$ cat src/cid_pkg.sv
// cid_pkg: shared types and constants for the instruction decode and timing core
package cid_pkg;

	// ==========================================================
	// address spaces and operand modes
	typedef enum logic [2:0] {
		CID_SP_NONE = 3'b000,
		CID_SP_IRAM = 3'b001,
		CID_SP_SFR = 3'b010,
		CID_SP_XDATA = 3'b011,
		CID_SP_CODE = 3'b100
	} cid_space_e;

	typedef enum logic [3:0] {
		CID_AM_NONE = 4'b0000,
		CID_AM_DIRECT = 4'b0001,
		CID_AM_INDIRECT = 4'b0010,
		CID_AM_BANKREG = 4'b0011,
		CID_AM_BIT = 4'b0100,
		CID_AM_XRI = 4'b0101,
		CID_AM_XDPTR = 4'b0110,
		CID_AM_CACC_DP = 4'b0111,
		CID_AM_CACC_PC = 4'b1000
	} cid_amode_e;

	// ==========================================================
	// branch target kinds and branch conditions
	typedef enum logic [2:0] {
		CID_TG_SEQ = 3'b000,
		CID_TG_REL = 3'b001,
		CID_TG_PAGE = 3'b010,
		CID_TG_FULL = 3'b011,
		CID_TG_ACCDP = 3'b100,
		CID_TG_RET = 3'b101
	} cid_tgt_e;

	typedef enum logic [3:0] {
		CID_CD_NONE = 4'b0000,
		CID_CD_ALWAYS = 4'b0001,
		CID_CD_CY_H = 4'b0010,
		CID_CD_CY_L = 4'b0011,
		CID_CD_ACC_Z = 4'b0100,
		CID_CD_ACC_NZ = 4'b0101,
		CID_CD_BIT_H = 4'b0110,
		CID_CD_BIT_L = 4'b0111,
		CID_CD_UNEQ = 4'b1000,
		CID_CD_DEC_NZ = 4'b1001
	} cid_cond_e;

	// ==========================================================
	// decoded instruction
	typedef struct packed {
		logic known;
		logic [1:0] len;
		logic [2:0] base;
		cid_cond_e cond;
		cid_tgt_e tgt;
		cid_amode_e amode;
		logic rel_hi;
		logic acc_ld;
		logic ram_ld;
		logic nib;
		logic call;
		logic ret;
		logic bclr;
	} cid_dec_s;

	// ==========================================================
	// field positions and fixed values
	localparam int CID_UPPER_BIT = 7;
	localparam int CID_BANK_LO = 3;
	localparam int CID_BANK_HI = 4;
	localparam int CID_PAGE_LSB = 11;
	localparam logic [3:0] CID_BIT_RAM_BASE = 4'h2;
	localparam logic [7:0] CID_OP_NOP = 8'h00;
	localparam logic [7:0] CID_OP_SPARE = 8'hA5;
	localparam logic [7:0] CID_OP_SHORT_RELATIVE_JUMP = 8'h80;
	localparam logic [7:0] CID_OP_FAR_JUMP = 8'h02;
	localparam logic [7:0] CID_OP_JZ = 8'h60;
	localparam logic [7:0] CID_OP_JBC = 8'h10;
	localparam logic [7:0] CID_OP_RET = 8'h22;
	localparam logic [7:0] CID_OP_MOV_A_DIR = 8'hE5;
	localparam logic [7:0] CID_OP_MOV_A_R0 = 8'hE8;
	localparam logic [7:0] CID_OP_MOV_A_IND0 = 8'hE6;
	localparam logic [7:0] CID_OP_XCHD0 = 8'hD6;
	localparam logic [7:0] CID_OP_COMPARE_BRANCH_UNEQUAL_DIR = 8'hB5;

endpackage

$ cat src/cid_target.sv
// cid_target: branch destination arithmetic
module cid_target (
	input wire cid_pkg::cid_tgt_e i_tgt,
	input wire logic [15:0] i_pc_next,
	input wire logic [7:0] i_rel,
	input wire logic [2:0] i_page_hi,
	input wire logic [7:0] i_byte1,
	input wire logic [7:0] i_byte2,
	input wire logic [7:0] i_acc,
	input wire logic [15:0] i_data_pointer_reg,
	input wire logic [15:0] i_ret_pc,
	output logic [15:0] o_target
);

	// ==========================================================
	// destination select
	always_comb begin
		unique case (i_tgt)
			cid_pkg::CID_TG_REL: o_target = i_pc_next + {{8{i_rel[7]}}, i_rel};
			cid_pkg::CID_TG_PAGE: o_target = {i_pc_next[15:cid_pkg::CID_PAGE_LSB], i_page_hi,
				i_byte1};
			cid_pkg::CID_TG_FULL: o_target = {i_byte1, i_byte2};
			cid_pkg::CID_TG_ACCDP: o_target = i_data_pointer_reg + {8'h00, i_acc};
			cid_pkg::CID_TG_RET: o_target = i_ret_pc;
			default: o_target = i_pc_next;
		endcase
	end

endmodule

$ cat src/cid_space_sel.sv
// cid_space_sel: operand address and memory space selection
module cid_space_sel (
	input wire cid_pkg::cid_amode_e i_amode,
	input wire logic [7:0] i_byte1,
	input wire logic [7:0] i_ri_val,
	input wire logic [1:0] i_bank,
	input wire logic [2:0] i_reg,
	input wire logic [7:0] i_acc,
	input wire logic [15:0] i_data_pointer_reg,
	input wire logic [15:0] i_pc_next,
	output cid_pkg::cid_space_e o_space,
	output logic [7:0] o_addr,
	output logic [15:0] o_xaddr,
	output logic [7:0] o_idx_addr
);

	// ==========================================================
	// index register location in the active bank
	assign o_idx_addr = {3'b000, i_bank, 2'b00, i_reg[0]};

	// ==========================================================
	// space and address per operand mode
	always_comb begin
		o_space = cid_pkg::CID_SP_NONE;
		o_addr = 8'h00;
		o_xaddr = 16'h0000;
		unique case (i_amode)
			cid_pkg::CID_AM_DIRECT: begin
				o_space = i_byte1[cid_pkg::CID_UPPER_BIT] ? cid_pkg::CID_SP_SFR
					: cid_pkg::CID_SP_IRAM;
				o_addr = i_byte1;
			end
			cid_pkg::CID_AM_INDIRECT: begin
				o_space = cid_pkg::CID_SP_IRAM;
				o_addr = i_ri_val;
			end
			cid_pkg::CID_AM_BANKREG: begin
				o_space = cid_pkg::CID_SP_IRAM;
				o_addr = {3'b000, i_bank, i_reg};
			end
			cid_pkg::CID_AM_BIT: begin
				o_space = i_byte1[cid_pkg::CID_UPPER_BIT] ? cid_pkg::CID_SP_SFR
					: cid_pkg::CID_SP_IRAM;
				o_addr = i_byte1[cid_pkg::CID_UPPER_BIT] ? {i_byte1[7:3], 3'b000}
					: {cid_pkg::CID_BIT_RAM_BASE, i_byte1[6:3]};
			end
			cid_pkg::CID_AM_XRI: begin
				o_space = cid_pkg::CID_SP_XDATA;
				o_xaddr = {8'h00, i_ri_val};
			end
			cid_pkg::CID_AM_XDPTR: begin
				o_space = cid_pkg::CID_SP_XDATA;
				o_xaddr = i_data_pointer_reg;
			end
			cid_pkg::CID_AM_CACC_DP: begin
				o_space = cid_pkg::CID_SP_CODE;
				o_xaddr = i_data_pointer_reg + {8'h00, i_acc};
			end
			cid_pkg::CID_AM_CACC_PC: begin
				o_space = cid_pkg::CID_SP_CODE;
				o_xaddr = i_pc_next + {8'h00, i_acc};
			end
			default: o_space = cid_pkg::CID_SP_NONE;
		endcase
	end

endmodule

$ cat src/cid_decode.sv
// cid_decode: instruction decode, branch resolution and cycle timing
// ==========================================================
module cid_decode (
	input wire logic i_mclk,
	input wire logic i_sys_rst,
	input wire logic i_start,
	input wire logic [7:0] i_opcode,
	input wire logic [7:0] i_byte1,
	input wire logic [7:0] i_byte2,
	input wire logic [15:0] i_pc,
	input wire logic [7:0] i_acc,
	input wire logic i_carry,
	input wire logic [7:0] i_psw,
	input wire logic [15:0] i_data_pointer_reg,
	input wire logic [7:0] i_ri_val,
	input wire logic [7:0] i_reg_data,
	input wire logic [7:0] i_ind_data,
	input wire logic [7:0] i_dir_data,
	input wire logic i_bit_val,
	input wire logic [15:0] i_ret_pc,
	output logic o_busy,
	output logic o_done,
	output logic o_known,
	output logic o_taken,
	output logic [1:0] o_len,
	output logic [2:0] o_cycles,
	output logic [15:0] o_next_pc,
	output cid_pkg::cid_space_e o_space,
	output logic [7:0] o_dat_addr,
	output logic [15:0] o_ext_addr,
	output logic [7:0] o_idx_addr,
	output logic o_acc_we,
	output logic [7:0] o_acc_res,
	output logic o_ram_we,
	output logic [7:0] o_ram_res,
	output logic o_bit_clr,
	output logic o_call,
	output logic o_ret
);

	// ==========================================================
	// state record
	typedef struct packed {
		logic busy;
		logic [2:0] cnt;
		logic done;
		logic known;
		logic taken;
		logic [1:0] len;
		logic [2:0] cyc;
		logic [15:0] next_pc;
		cid_pkg::cid_space_e space;
		logic [7:0] addr;
		logic [15:0] xaddr;
		logic [7:0] idx;
		logic [7:0] acc_res;
		logic [7:0] ram_res;
		logic p_acc;
		logic p_ram;
		logic p_bclr;
		logic p_call;
		logic p_ret;
		logic acc_we;
		logic ram_we;
		logic bit_clr;
		logic call;
		logic ret;
	} cid_st_s;

	cid_st_s r;
	cid_st_s n;
	cid_pkg::cid_dec_s d;
	logic accept;
	logic [15:0] pc_next;
	logic [15:0] target;
	logic [7:0] opnd;
	logic [7:0] cmp_rhs;
	logic cond_ok;
	logic branch;
	cid_pkg::cid_space_e sp;
	logic [7:0] sp_addr;
	logic [15:0] sp_xaddr;
	logic [7:0] sp_idx;

	// ==========================================================
	// opcode table: length, base cycles, operands, branch kind
	function automatic cid_pkg::cid_dec_s decode(input logic [7:0] op);
		cid_pkg::cid_dec_s t;
		t = '0;
		t.known = 1'b1;
		t.len = 2'd1;
		t.base = 3'd1;
		t.cond = cid_pkg::CID_CD_NONE;
		t.tgt = cid_pkg::CID_TG_SEQ;
		t.amode = cid_pkg::CID_AM_NONE;
		unique casez (op)
			cid_pkg::CID_OP_NOP, cid_pkg::CID_OP_SPARE: t.len = 2'd1;
			8'h13, 8'hC4: t.len = 2'd1;
			8'b1110_1???: begin // accumulator from bank register
				t.amode = cid_pkg::CID_AM_BANKREG;
				t.acc_ld = 1'b1;
			end
			8'b1111_1???: begin
				t.amode = cid_pkg::CID_AM_BANKREG;
				t.ram_ld = 1'b1;
			end
			8'b1100_1???: begin
				t.amode = cid_pkg::CID_AM_BANKREG;
				t.acc_ld = 1'b1;
				t.ram_ld = 1'b1;
			end
			8'b1110_011?, 8'b1111_011?, 8'b1100_011?, 8'b1101_011?: begin
				t.amode = cid_pkg::CID_AM_INDIRECT;
				t.base = 3'd2;
				t.acc_ld = (op[5:4] != 2'b11);
				t.ram_ld = (op[5:4] != 2'b10);
				t.nib = (op[5:4] == 2'b01);
			end
			8'hE5, 8'hF5, 8'b1000_1???, 8'h86, 8'h87, 8'hC0, 8'hD0, 8'hC5: begin
				t.amode = cid_pkg::CID_AM_DIRECT;
				t.len = 2'd2;
				t.base = 3'd2;
			end
			8'h74, 8'b1010_1???, 8'b0111_1???, 8'b1010_011?, 8'b0111_011?: begin
				t.amode = op[3] ? cid_pkg::CID_AM_BANKREG : op[1] ? cid_pkg::CID_AM_INDIRECT
					: cid_pkg::CID_AM_NONE; // immediate to accumulator has no memory operand
				t.len = 2'd2;
				t.base = 3'd2;
			end
			8'h85, 8'h75: begin
				t.amode = cid_pkg::CID_AM_DIRECT;
				t.len = 2'd3;
				t.base = 3'd3;
			end
			8'h90: begin
				t.len = 2'd3;
				t.base = 3'd3;
			end
			8'h93, 8'h83: begin
				t.amode = op[4] ? cid_pkg::CID_AM_CACC_DP : cid_pkg::CID_AM_CACC_PC;
				t.base = 3'd3;
			end
			8'hE0, 8'hF0, 8'hE2, 8'hE3, 8'hF2, 8'hF3: begin
				t.amode = op[1] ? cid_pkg::CID_AM_XRI : cid_pkg::CID_AM_XDPTR;
				t.base = 3'd3;
			end
			8'hC3, 8'hD3, 8'hB3: t.base = 3'd1;
			8'hC2, 8'hD2, 8'hB2, 8'h82, 8'hB0, 8'h72, 8'hA0, 8'hA2, 8'h92: begin
				t.amode = cid_pkg::CID_AM_BIT;
				t.len = 2'd2;
				t.base = 3'd2;
			end
			8'h40, 8'h50, 8'h60, 8'h70, cid_pkg::CID_OP_SHORT_RELATIVE_JUMP: begin
				t.len = 2'd2;
				t.base = (op == cid_pkg::CID_OP_SHORT_RELATIVE_JUMP) ? 3'd3 : 3'd2;
				t.tgt = cid_pkg::CID_TG_REL;
				unique case (op[6:4])
					3'b100: t.cond = cid_pkg::CID_CD_CY_H;
					3'b101: t.cond = cid_pkg::CID_CD_CY_L;
					3'b110: t.cond = cid_pkg::CID_CD_ACC_Z;
					3'b111: t.cond = cid_pkg::CID_CD_ACC_NZ;
					default: t.cond = cid_pkg::CID_CD_ALWAYS;
				endcase
			end
			8'h20, 8'h30, cid_pkg::CID_OP_JBC: begin
				t.amode = cid_pkg::CID_AM_BIT;
				t.len = 2'd3;
				t.base = 3'd3;
				t.tgt = cid_pkg::CID_TG_REL;
				t.rel_hi = 1'b1;
				t.cond = (op == 8'h30) ? cid_pkg::CID_CD_BIT_L : cid_pkg::CID_CD_BIT_H;
				t.bclr = (op == cid_pkg::CID_OP_JBC);
			end
			8'b???1_0001, 8'b???0_0001: begin
				t.len = 2'd2;
				t.base = 3'd3;
				t.tgt = cid_pkg::CID_TG_PAGE;
				t.cond = cid_pkg::CID_CD_ALWAYS;
				t.call = op[4];
			end
			8'h12, cid_pkg::CID_OP_FAR_JUMP: begin
				t.len = 2'd3;
				t.base = 3'd4;
				t.tgt = cid_pkg::CID_TG_FULL;
				t.cond = cid_pkg::CID_CD_ALWAYS;
				t.call = op[4];
			end
			cid_pkg::CID_OP_RET, 8'h32: begin
				t.base = 3'd5;
				t.tgt = cid_pkg::CID_TG_RET;
				t.cond = cid_pkg::CID_CD_ALWAYS;
				t.ret = 1'b1;
			end
			8'h73: begin
				t.base = 3'd3;
				t.tgt = cid_pkg::CID_TG_ACCDP;
				t.cond = cid_pkg::CID_CD_ALWAYS;
			end
			cid_pkg::CID_OP_COMPARE_BRANCH_UNEQUAL_DIR, 8'hB4, 8'b1011_1???, 8'hB6, 8'hB7: begin
				t.len = 2'd3;
				t.base = (op[3:1] == 3'b011) ? 3'd4 : 3'd3;
				t.tgt = cid_pkg::CID_TG_REL;
				t.rel_hi = 1'b1;
				t.cond = cid_pkg::CID_CD_UNEQ;
				t.amode = op[3] ? cid_pkg::CID_AM_BANKREG : op[1] ? cid_pkg::CID_AM_INDIRECT
					: op[0] ? cid_pkg::CID_AM_DIRECT : cid_pkg::CID_AM_NONE;
			end
			8'b1101_1???, 8'hD5: begin
				t.len = op[3] ? 2'd2 : 2'd3;
				t.base = op[3] ? 3'd2 : 3'd3;
				t.tgt = cid_pkg::CID_TG_REL;
				t.rel_hi = ~op[3];
				t.cond = cid_pkg::CID_CD_DEC_NZ;
				t.amode = op[3] ? cid_pkg::CID_AM_BANKREG : cid_pkg::CID_AM_DIRECT;
			end
			default: t.known = 1'b0;
		endcase
		return t;
	endfunction

	// ==========================================================
	// decode and operand selection for the offered instruction
	assign d = decode(i_opcode);
	assign accept = i_start && !r.busy;
	assign pc_next = i_pc + {14'h0000, d.len};
	assign opnd = (d.amode == cid_pkg::CID_AM_BANKREG) ? i_reg_data
		: (d.amode == cid_pkg::CID_AM_INDIRECT) ? i_ind_data : i_dir_data;
	assign cmp_rhs = (i_opcode == cid_pkg::CID_OP_COMPARE_BRANCH_UNEQUAL_DIR) ? i_dir_data : i_byte1;

	// branch condition evaluation
	always_comb begin
		unique case (d.cond)
			cid_pkg::CID_CD_ALWAYS: cond_ok = 1'b1;
			cid_pkg::CID_CD_CY_H: cond_ok = i_carry;
			cid_pkg::CID_CD_CY_L: cond_ok = ~i_carry;
			cid_pkg::CID_CD_ACC_Z: cond_ok = (i_acc == 8'h00);
			cid_pkg::CID_CD_ACC_NZ: cond_ok = (i_acc != 8'h00);
			cid_pkg::CID_CD_BIT_H: cond_ok = i_bit_val;
			cid_pkg::CID_CD_BIT_L: cond_ok = ~i_bit_val;
			cid_pkg::CID_CD_UNEQ: cond_ok = ((d.amode == cid_pkg::CID_AM_BANKREG
				|| d.amode == cid_pkg::CID_AM_INDIRECT) ? opnd : i_acc) != cmp_rhs;
			cid_pkg::CID_CD_DEC_NZ: cond_ok = (opnd != 8'h01);
			default: cond_ok = 1'b0;
		endcase
	end
	assign branch = (d.cond != cid_pkg::CID_CD_NONE) && (d.cond != cid_pkg::CID_CD_ALWAYS);

	// ==========================================================
	// target arithmetic and operand space
	cid_target u_target (
		.i_tgt(d.tgt),
		.i_pc_next(pc_next),
		.i_rel(d.rel_hi ? i_byte2 : i_byte1),
		.i_page_hi(i_opcode[7:5]),
		.i_byte1(i_byte1),
		.i_byte2(i_byte2),
		.i_acc(i_acc),
		.i_data_pointer_reg(i_data_pointer_reg),
		.i_ret_pc(i_ret_pc),
		.o_target(target)
	);

	cid_space_sel u_space (
		.i_amode(d.amode),
		.i_byte1(i_byte1),
		.i_ri_val(i_ri_val),
		.i_bank(i_psw[cid_pkg::CID_BANK_HI:cid_pkg::CID_BANK_LO]),
		.i_reg(i_opcode[2:0]),
		.i_acc(i_acc),
		.i_data_pointer_reg(i_data_pointer_reg),
		.i_pc_next(pc_next),
		.o_space(sp),
		.o_addr(sp_addr),
		.o_xaddr(sp_xaddr),
		.o_idx_addr(sp_idx)
	);

	// ==========================================================
	// sequencing: load on accept, count down, pulse done at the end
	always_comb begin
		n = r;
		n.done = 1'b0;
		n.acc_we = 1'b0;
		n.ram_we = 1'b0;
		n.bit_clr = 1'b0;
		n.call = 1'b0;
		n.ret = 1'b0;
		if (r.busy) begin
			if (r.cnt == 3'd1) begin
				n.busy = 1'b0;
				n.done = 1'b1;
				n.acc_we = r.p_acc;
				n.ram_we = r.p_ram;
				n.bit_clr = r.p_bclr && r.taken;
				n.call = r.p_call;
				n.ret = r.p_ret;
			end else begin
				n.cnt = r.cnt - 3'd1;
			end
		end else if (i_start) begin
			n.busy = 1'b1;
			n.known = d.known;
			n.len = d.len;
			n.taken = cond_ok;
			n.cyc = d.base + {2'b00, branch && cond_ok};
			n.cnt = d.base + {2'b00, branch && cond_ok};
			n.next_pc = cond_ok ? target : pc_next;
			n.space = sp;
			n.addr = sp_addr;
			n.xaddr = sp_xaddr;
			n.idx = sp_idx;
			n.acc_res = d.nib ? {i_acc[7:4], opnd[3:0]} : opnd;
			n.ram_res = d.nib ? {opnd[7:4], i_acc[3:0]} : i_acc;
			n.p_acc = d.acc_ld;
			n.p_ram = d.ram_ld;
			n.p_bclr = d.bclr;
			n.p_call = d.call;
			n.p_ret = d.ret;
		end
	end

	// state register
	always_ff @(posedge i_mclk or posedge i_sys_rst) begin
		if (i_sys_rst) begin
			r <= '0;
		end else begin
			r <= n;
		end
	end

	// outputs straight from the state register
	assign o_busy = r.busy;
	assign o_done = r.done;
	assign o_known = r.known;
	assign o_taken = r.taken;
	assign o_len = r.len;
	assign o_cycles = r.cyc;
	assign o_next_pc = r.next_pc;
	assign o_space = r.space;
	assign o_dat_addr = r.addr;
	assign o_ext_addr = r.xaddr;
	assign o_idx_addr = r.idx;
	assign o_acc_we = r.acc_we;
	assign o_acc_res = r.acc_res;
	assign o_ram_we = r.ram_we;
	assign o_ram_res = r.ram_res;
	assign o_bit_clr = r.bit_clr;
	assign o_call = r.call;
	assign o_ret = r.ret;

	// ==========================================================
	// checks: helper captures of the accepted instruction
	logic [7:0] h_op;
	logic [7:0] h_b1;
	logic [7:0] h_b2;
	logic [7:0] h_acc;
	logic [7:0] h_ind;
	logic [1:0] h_bank;
	logic [15:0] h_pcn;
	logic [15:0] h_rel;

	always_ff @(posedge i_mclk or posedge i_sys_rst) begin
		if (i_sys_rst) begin
			h_op <= 8'h00;
			h_b1 <= 8'h00;
			h_b2 <= 8'h00;
			h_acc <= 8'h00;
			h_ind <= 8'h00;
			h_bank <= 2'b00;
			h_pcn <= 16'h0000;
			h_rel <= 16'h0000;
		end else if (accept) begin
			h_op <= i_opcode;
			h_b1 <= i_byte1;
			h_b2 <= i_byte2;
			h_acc <= i_acc;
			h_ind <= i_ind_data;
			h_bank <= i_psw[cid_pkg::CID_BANK_HI:cid_pkg::CID_BANK_LO];
			h_pcn <= pc_next;
			h_rel <= i_pc + 16'h0002 + {{8{i_byte1[7]}}, i_byte1};
		end
	end
endmodule

$ cat config.mk
export PLATFORM = sky130hd
export DESIGN_NAME = cid_decode
export DESIGN_NICKNAME = d
export VERILOG_FILES = /design/src/cid_pkg.sv /design/src/cid_target.sv /design/src/cid_space_sel.sv /design/src/cid_decode.sv
export SDC_FILE = /design/constraint.sdc
export NUM_CORES = 1
export LEC_CHECK = 0
export BUFFER_PORTS_ARGS = -buffer_cell sky130_fd_sc_hd__buf_2
export CAP_MARGIN = 25
export CELL_PAD_IN_SITES_DETAIL_PLACEMENT = 0
export CELL_PAD_IN_SITES_GLOBAL_PLACEMENT = 2
export CORE_MARGIN = 2
export CORE_UTILIZATION = 31
export CTS_CLUSTER_SIZE = 8
export DETAILED_ROUTE_END_ITERATION = 10
export HOLD_SLACK_MARGIN = 0.15
export PLACE_DENSITY_LB_ADDON = 0.1
export SLEW_MARGIN = 40
export SYNTH_ARGS = -nofsm -noshare
export SYNTH_HDL_FRONTEND = slang
export SYNTH_SLANG_ARGS = --single-unit
$ cat constraint.sdc
create_clock -name i_mclk -period 3 [get_ports i_mclk]
set_input_delay 0.15 -clock i_mclk [delete_from_list [all_inputs] [get_ports i_mclk]]
set_output_delay 0.15 -clock i_mclk [all_outputs]
set_load 0.05 [all_outputs]
==> metrics.txt <==
# TYPE chip_impl_metric gauge
chip_impl_metric{name="postSynthRegisterBits",unit=""} 84
chip_impl_metric{name="post_synth_instance_area",unit="mm^2"} 0.00846
chip_impl_metric{name="sw_frac_of_total",unit="%"} 50.2
chip_impl_info{name="hold_path.class",value="input port to register"} 1
chip_impl_metric{name="floorplan.initialDensity",unit="%"} 31.5
chip_impl_metric{name="diodes",unit=""} 0
chip_impl_metric{name="finalWorstSetupSlack",unit="ns"} -1.56
chip_impl_metric{name="num-nets-final",unit=""} 1617
chip_impl_info{name="crit_path_cell_trace",value="buf_8 > or2_4 > a2111o_1 > and3_4 > nand3_4 > nor4_4 > nor3b_2 > or4_4 > ha_4 > inv_4 > fa_2 > nand3b_1 > nor2_4 > xor2_2 > ha_2 > or3_4 > o2111a_1 > or2_4 > xor2_2 > a222oi_1 > o21ai_1 > mux2i_1 > o21ai_1"} 1
chip_impl_metric{name="hold_depth",unit=""} 3
chip_impl_metric{name="regArea",unit="mm^2"} 0.00210
chip_impl_metric{name="drv_cap",unit=""} 0
chip_impl_metric{name="rows",unit=""} 60
chip_impl_metric{name="nFillCells",unit=""} 2651
chip_impl_info{name="rsz_0062_raised_after_global_routing",value="yes"} 1
chip_impl_metric{name="count_of_flip_flops_with_a_built_in_enable_after_synthesis",unit=""} 0
chip_impl_metric{name="vdd_ir_drop_max",unit="V"} 0.000279
chip_impl_metric{name="stdcell_count",unit=""} 1797
chip_impl_metric{name="ios",unit=""} 206
chip_impl_metric{name="pin_count_of_the_biggest_net_entering_global_routing",unit=""} 78
chip_impl_metric{name="clock_sink_count",unit=""} 84
chip_impl_metric{name="clock_power_share",unit="%"} 16.3
chip_impl_info{name="start_kind",value="input port"} 1
chip_impl_info{name="tritoncts",value="built"} 1
chip_impl_metric{name="ys_warn_count",unit=""} 0
chip_impl_metric{name="crit_fanout",unit=""} 4
chip_impl_metric{name="cellInternalPower",unit="mW"} 3.80
chip_impl_metric{name="via_count",unit=""} 9695
chip_impl_metric{name="grt_antenna_before_repair",unit=""} 0
chip_impl_info{name="worst_path_dominant_cell_family",value="simple AND/OR/NAND/NOR gates"} 1
chip_impl_metric{name="final-setup-viol-count",unit=""} 38
chip_impl_metric{name="timing.final.max_slew_violations",unit=""} 0
chip_impl_metric{name="dieWidth",unit="um"} 169
chip_impl_metric{name="total_leakage_power",unit="nW"} 6.11
chip_impl_metric{name="detail_route.iter0.violations",unit=""} 761
chip_impl_metric{name="critical_path_buf_inv_count",unit=""} 2
chip_impl_metric{name="placement.io_buffers",unit=""} 194
chip_impl_metric{name="die_y",unit="um"} 169
chip_impl_metric{name="final.setup_skew",unit="ns"} 0.0140
chip_impl_metric{name="syn_to_final_growth",unit="%"} 56.5
chip_impl_metric{name="gp_congestion",unit=""} 0.895
chip_impl_metric{name="globalRouteOverflowTotal",unit=""} 0
chip_impl_info{name="r2r-start",value="o_busy"} 1
chip_impl_metric{name="timing.critical_path.slowest_cell_delay",unit="ns"} 0.45
chip_impl_metric{name="totalWireLength",unit="um"} 40300
chip_impl_metric{name="worst-r2r-cell-count",unit=""} 5
chip_impl_metric{name="timing.final.hold_violations",unit=""} 0
chip_impl_info{name="launch_instance_of_the_worst_min_delay_path",value="i_data_pointer_reg[12]"} 1
chip_impl_info{name="status",value="finished, violations left"} 1
chip_impl_metric{name="avgViaCountPerCell",unit=""} 5.40
chip_impl_metric{name="worstMarginPinSlew",unit="ns"} 0.724
chip_impl_metric{name="track_usage",unit="%"} 27.8
chip_impl_metric{name="tritoncts.num_buffers",unit=""} 9
chip_impl_metric{name="core",unit="mm^2"} 0.0269
chip_impl_metric{name="cts-root-to-sink-buffers",unit=""} 2
chip_impl_metric{name="post-route-util",unit="%"} 49.3
chip_impl_metric{name="fp.dieArea",unit="mm^2"} 0.0286
chip_impl_info{name="post-synth-top-count-cell",value="sky130_fd_sc_hd__nand2_1"} 1
chip_impl_metric{name="ff2ff_setup_slack",unit="ns"} 1.01
chip_impl_metric{name="place_inst",unit=""} 1719
chip_impl_info{name="min_to",value="o_ext_addr[12]"} 1
chip_impl_info{name="clock_root_buffer",value="sky130_fd_sc_hd__clkbuf_16"} 1
chip_impl_metric{name="dpl.hpwl",unit="um"} 31600
chip_impl_metric{name="post_route_cells_drive_above_1_share",unit="%"} 47.0
chip_impl_info{name="synth.area.top_cells",value="sky130_fd_sc_hd__dfrtp_1 25%, sky130_fd_sc_hd__buf_4 6.6%, sky130_fd_sc_hd__nand2_1 6.0%"} 1
chip_impl_metric{name="antenna_violating_nets_post_route",unit=""} 0
chip_impl_metric{name="post_cts_clock_slew_at_the_launch_and_capture_registers_of_the_worst_setup_and_hold_paths",unit="ns"} 0.08
chip_impl_metric{name="final.period_utilization",unit="%"} 152
chip_impl_metric{name="multi_input_area",unit="mm^2"} 0.00660
chip_impl_metric{name="share_comb_of_total_power",unit="%"} 59.8
chip_impl_info{name="crit_path_top_delay_cell",value="sky130_fd_sc_hd__or4_4"} 1
chip_impl_metric{name="routed_wire_length_per_instance",unit="um"} 22.4
chip_impl_metric{name="p_sw",unit="mW"} 3.83
chip_impl_metric{name="share_seq_of_total_power",unit="%"} 23.8
chip_impl_metric{name="synth_top_area_share",unit="%"} 24.8
chip_impl_info{name="crit-reg2reg-capture",value="o_next_pc[14]"} 1
chip_impl_info{name="failed_checks",value="setup timing"} 1
chip_impl_metric{name="yosys.cell_types.count",unit=""} 81
chip_impl_metric{name="max_clock_freq",unit="MHz"} 219
chip_impl_metric{name="report.power.total",unit="mW"} 7.63
chip_impl_metric{name="power_per_cell_area",unit="mW/mm^2"} 576
chip_impl_metric{name="seq_area_frac_synth",unit="%"} 24.8
chip_impl_info{name="yosys-top-cells-count",value="135 x sky130_fd_sc_hd__nand2_1, 87 x sky130_fd_sc_hd__nor2_1, 84 x sky130_fd_sc_hd__dfrtp_1, 74 x sky130_fd_sc_hd__buf_4, 73 x sky130_fd_sc_hd__o21ai_0"} 1
chip_impl_metric{name="number_of_remaining_drc_errors",unit=""} 0
chip_impl_metric{name="first_pass_grt_wire_length",unit="um"} 60000
chip_impl_metric{name="first_global_vias",unit=""} 9439
chip_impl_metric{name="avgSynthCellArea",unit="um^2"} 7.92
chip_impl_info{name="flip_flop_cell_with_the_highest_count_after_synthesis",value="sky130_fd_sc_hd__dfrtp_1"} 1
chip_impl_metric{name="postSynthCellCount",unit=""} 1069
chip_impl_metric{name="cp_data_required_time",unit="ns"} 3.24
chip_impl_metric{name="cts_h_tree_depth",unit=""} 3
chip_impl_info{name="cp-end-kind",value="register"} 1
chip_impl_info{name="synth.largest_area_cell",value="sky130_fd_sc_hd__dfrtp_1"} 1
chip_impl_metric{name="synth_async_sr_flop_share",unit="%"} 100
chip_impl_metric{name="first_pass_iters",unit=""} 5
chip_impl_metric{name="timing.critical_path.arrival",unit="ns"} 4.81
chip_impl_metric{name="max-slew-margin-rel",unit="%"} 51.1
chip_impl_metric{name="layout_min_cycle_time",unit="ns"} 4.56
chip_impl_metric{name="clk-insertion-delay-late",unit="ns"} 0.36
chip_impl_info{name="timing.setup.critical_path_class",value="input port to register"} 1
## flip-flops by register name, summed over array words and instances (netlist names)
name,flops
o_acc_res,8
o_acc_we,1
o_bit_clr,1
o_busy,1
o_call,1
o_cycles,3
o_dat_addr,8
o_done,1
o_ext_addr,16
o_idx_addr,3
o_known,1
o_len,2
o_next_pc,16
o_ram_res,8
o_ram_we,1
o_ret,1
o_space,3
o_taken,1
r,8
## worst max path at each step
stage / start / end / slack (ns) / depth (start not counted)
after floorplan: i_opcode[6] / o_next_pc[14] / -1.69 / 25
after global routing: i_opcode[4] / o_next_pc[14] / -1.81 / 24
final: i_opcode[0] / o_next_pc[9] / -1.56 / 23
after CTS: i_opcode[0] / o_next_pc[9] / -1.59 / 23
after detailed placement: i_opcode[7] / o_next_pc[9] / -2.07 / 25
after global placement: i_opcode[1] / o_next_pc[9] / -2.03 / 25
## cell type report
type / count / area share (%)
Clock inverter: 7 / 0.614
Clock buffer: 9 / 1.70
Timing Repair Buffer: 496 / 27.7
Sequential cell: 84 / 15.9
Inverter: 35 / 1.05
Tap cell: 341 / 3.22
Multi-Input combinational cell: 825 / 49.8
## power by group through the flow
stage	logic, mW	registers (mW)	clock network (mW)
finish	4.56	1.82	1.24
global route	4.85	1.87	1.32
CTS	4.34	1.82	1.27
detailed placement	4.06	1.84	0
global placement	4.05	1.83	0
floorplan	3.18	1.82	0
## placed cells by master, fill, tap and decap left out, drive strengths merged, types with 11 or more instances in the layout
| master | synthesis | layout |
|---|---|---|
| a21o | 15 | 15 |
| a21oi | 48 | 48 |
| a221oi | 11 | 11 |
| a31oi | 19 | 19 |
| and3 | 19 | 19 |
| buf | 96 | 486 |
| dfrtp | 84 | 84 |
| ha | 37 | 37 |
| inv | 34 | 38 |
| mux2 | 16 | 16 |
| mux2i | 39 | 39 |
| nand2 | 135 | 135 |
| nand3 | 35 | 35 |
| nand4 | 16 | 16 |
| nor2 | 87 | 87 |
| nor3 | 18 | 18 |
| nor4 | 11 | 11 |
| o21ai | 80 | 80 |
| o22ai | 12 | 12 |
| o31ai | 11 | 11 |
| xnor2 | 35 | 35 |
| xor2 | 18 | 18 |
## metrics by stage
stage / hold slack, ns / setup TNS (ns) / worst slack [ns] / area (um^2)
after CTS: 0.154 / -35.84 / -1.59 / 12600
after global routing: 0.167 / -43.83 / -1.81 / 13200
after global placement: 0.327 / -54.43 / -2.03 / 11300
after floorplan: 0.255 / -37.18 / -1.69 / 8810
final: 0.162 / -38.09 / -1.56 / 13200
after detailed placement: 0.327 / -56.29 / -2.07 / 11300
## cell families after synthesis
| family | count (synthesis) | synth area share (%) |
|---|---|---|
| buffers and inverters | 164 | 10.8 |
| adder cells (fa/ha/maj) | 41 | 6.42 |
| multiplexers | 55 | 6.74 |
| AO/OA/AOI/OAI | 286 | 23.2 |
| flip-flops | 84 | 24.8 |
| AND/OR/NAND/NOR | 385 | 22.4 |
| XOR/XNOR | 53 | 5.48 |
| other | 1 | 0.0443 |
## metal layers
layer	global-route usage, %	share of wire [%]	wire length, um	vias up
li1	-	-	-	4629
met1	43.0	51	20500	4666
met2	41.6	42	16900	349
met3	2.68	5.2	2080	51
met4	5.83	2.1	828	0
met5	0	0	0	-
## worst register-to-register path, cell delays in order (launching register included)
cell and delay [ns]:
sky130_fd_sc_hd__dfrtp_1 0.51, sky130_fd_sc_hd__nand2b_4 0.36, sky130_fd_sc_hd__a222oi_1 0.51, sky130_fd_sc_hd__o221ai_2 0.19, sky130_fd_sc_hd__a2111oi_4 0.20, sky130_fd_sc_hd__a311oi_1 0.07
## repair_timing
action	CTS	global route
hold endpoints to repair	45	0
resized for setup	111	102
setup buffers	34	24
setup endpoints to repair	38	38
gates cloned	4	0
pin swaps	76	88
hold buffers	8	0
(Power assumes the default switching activity.)
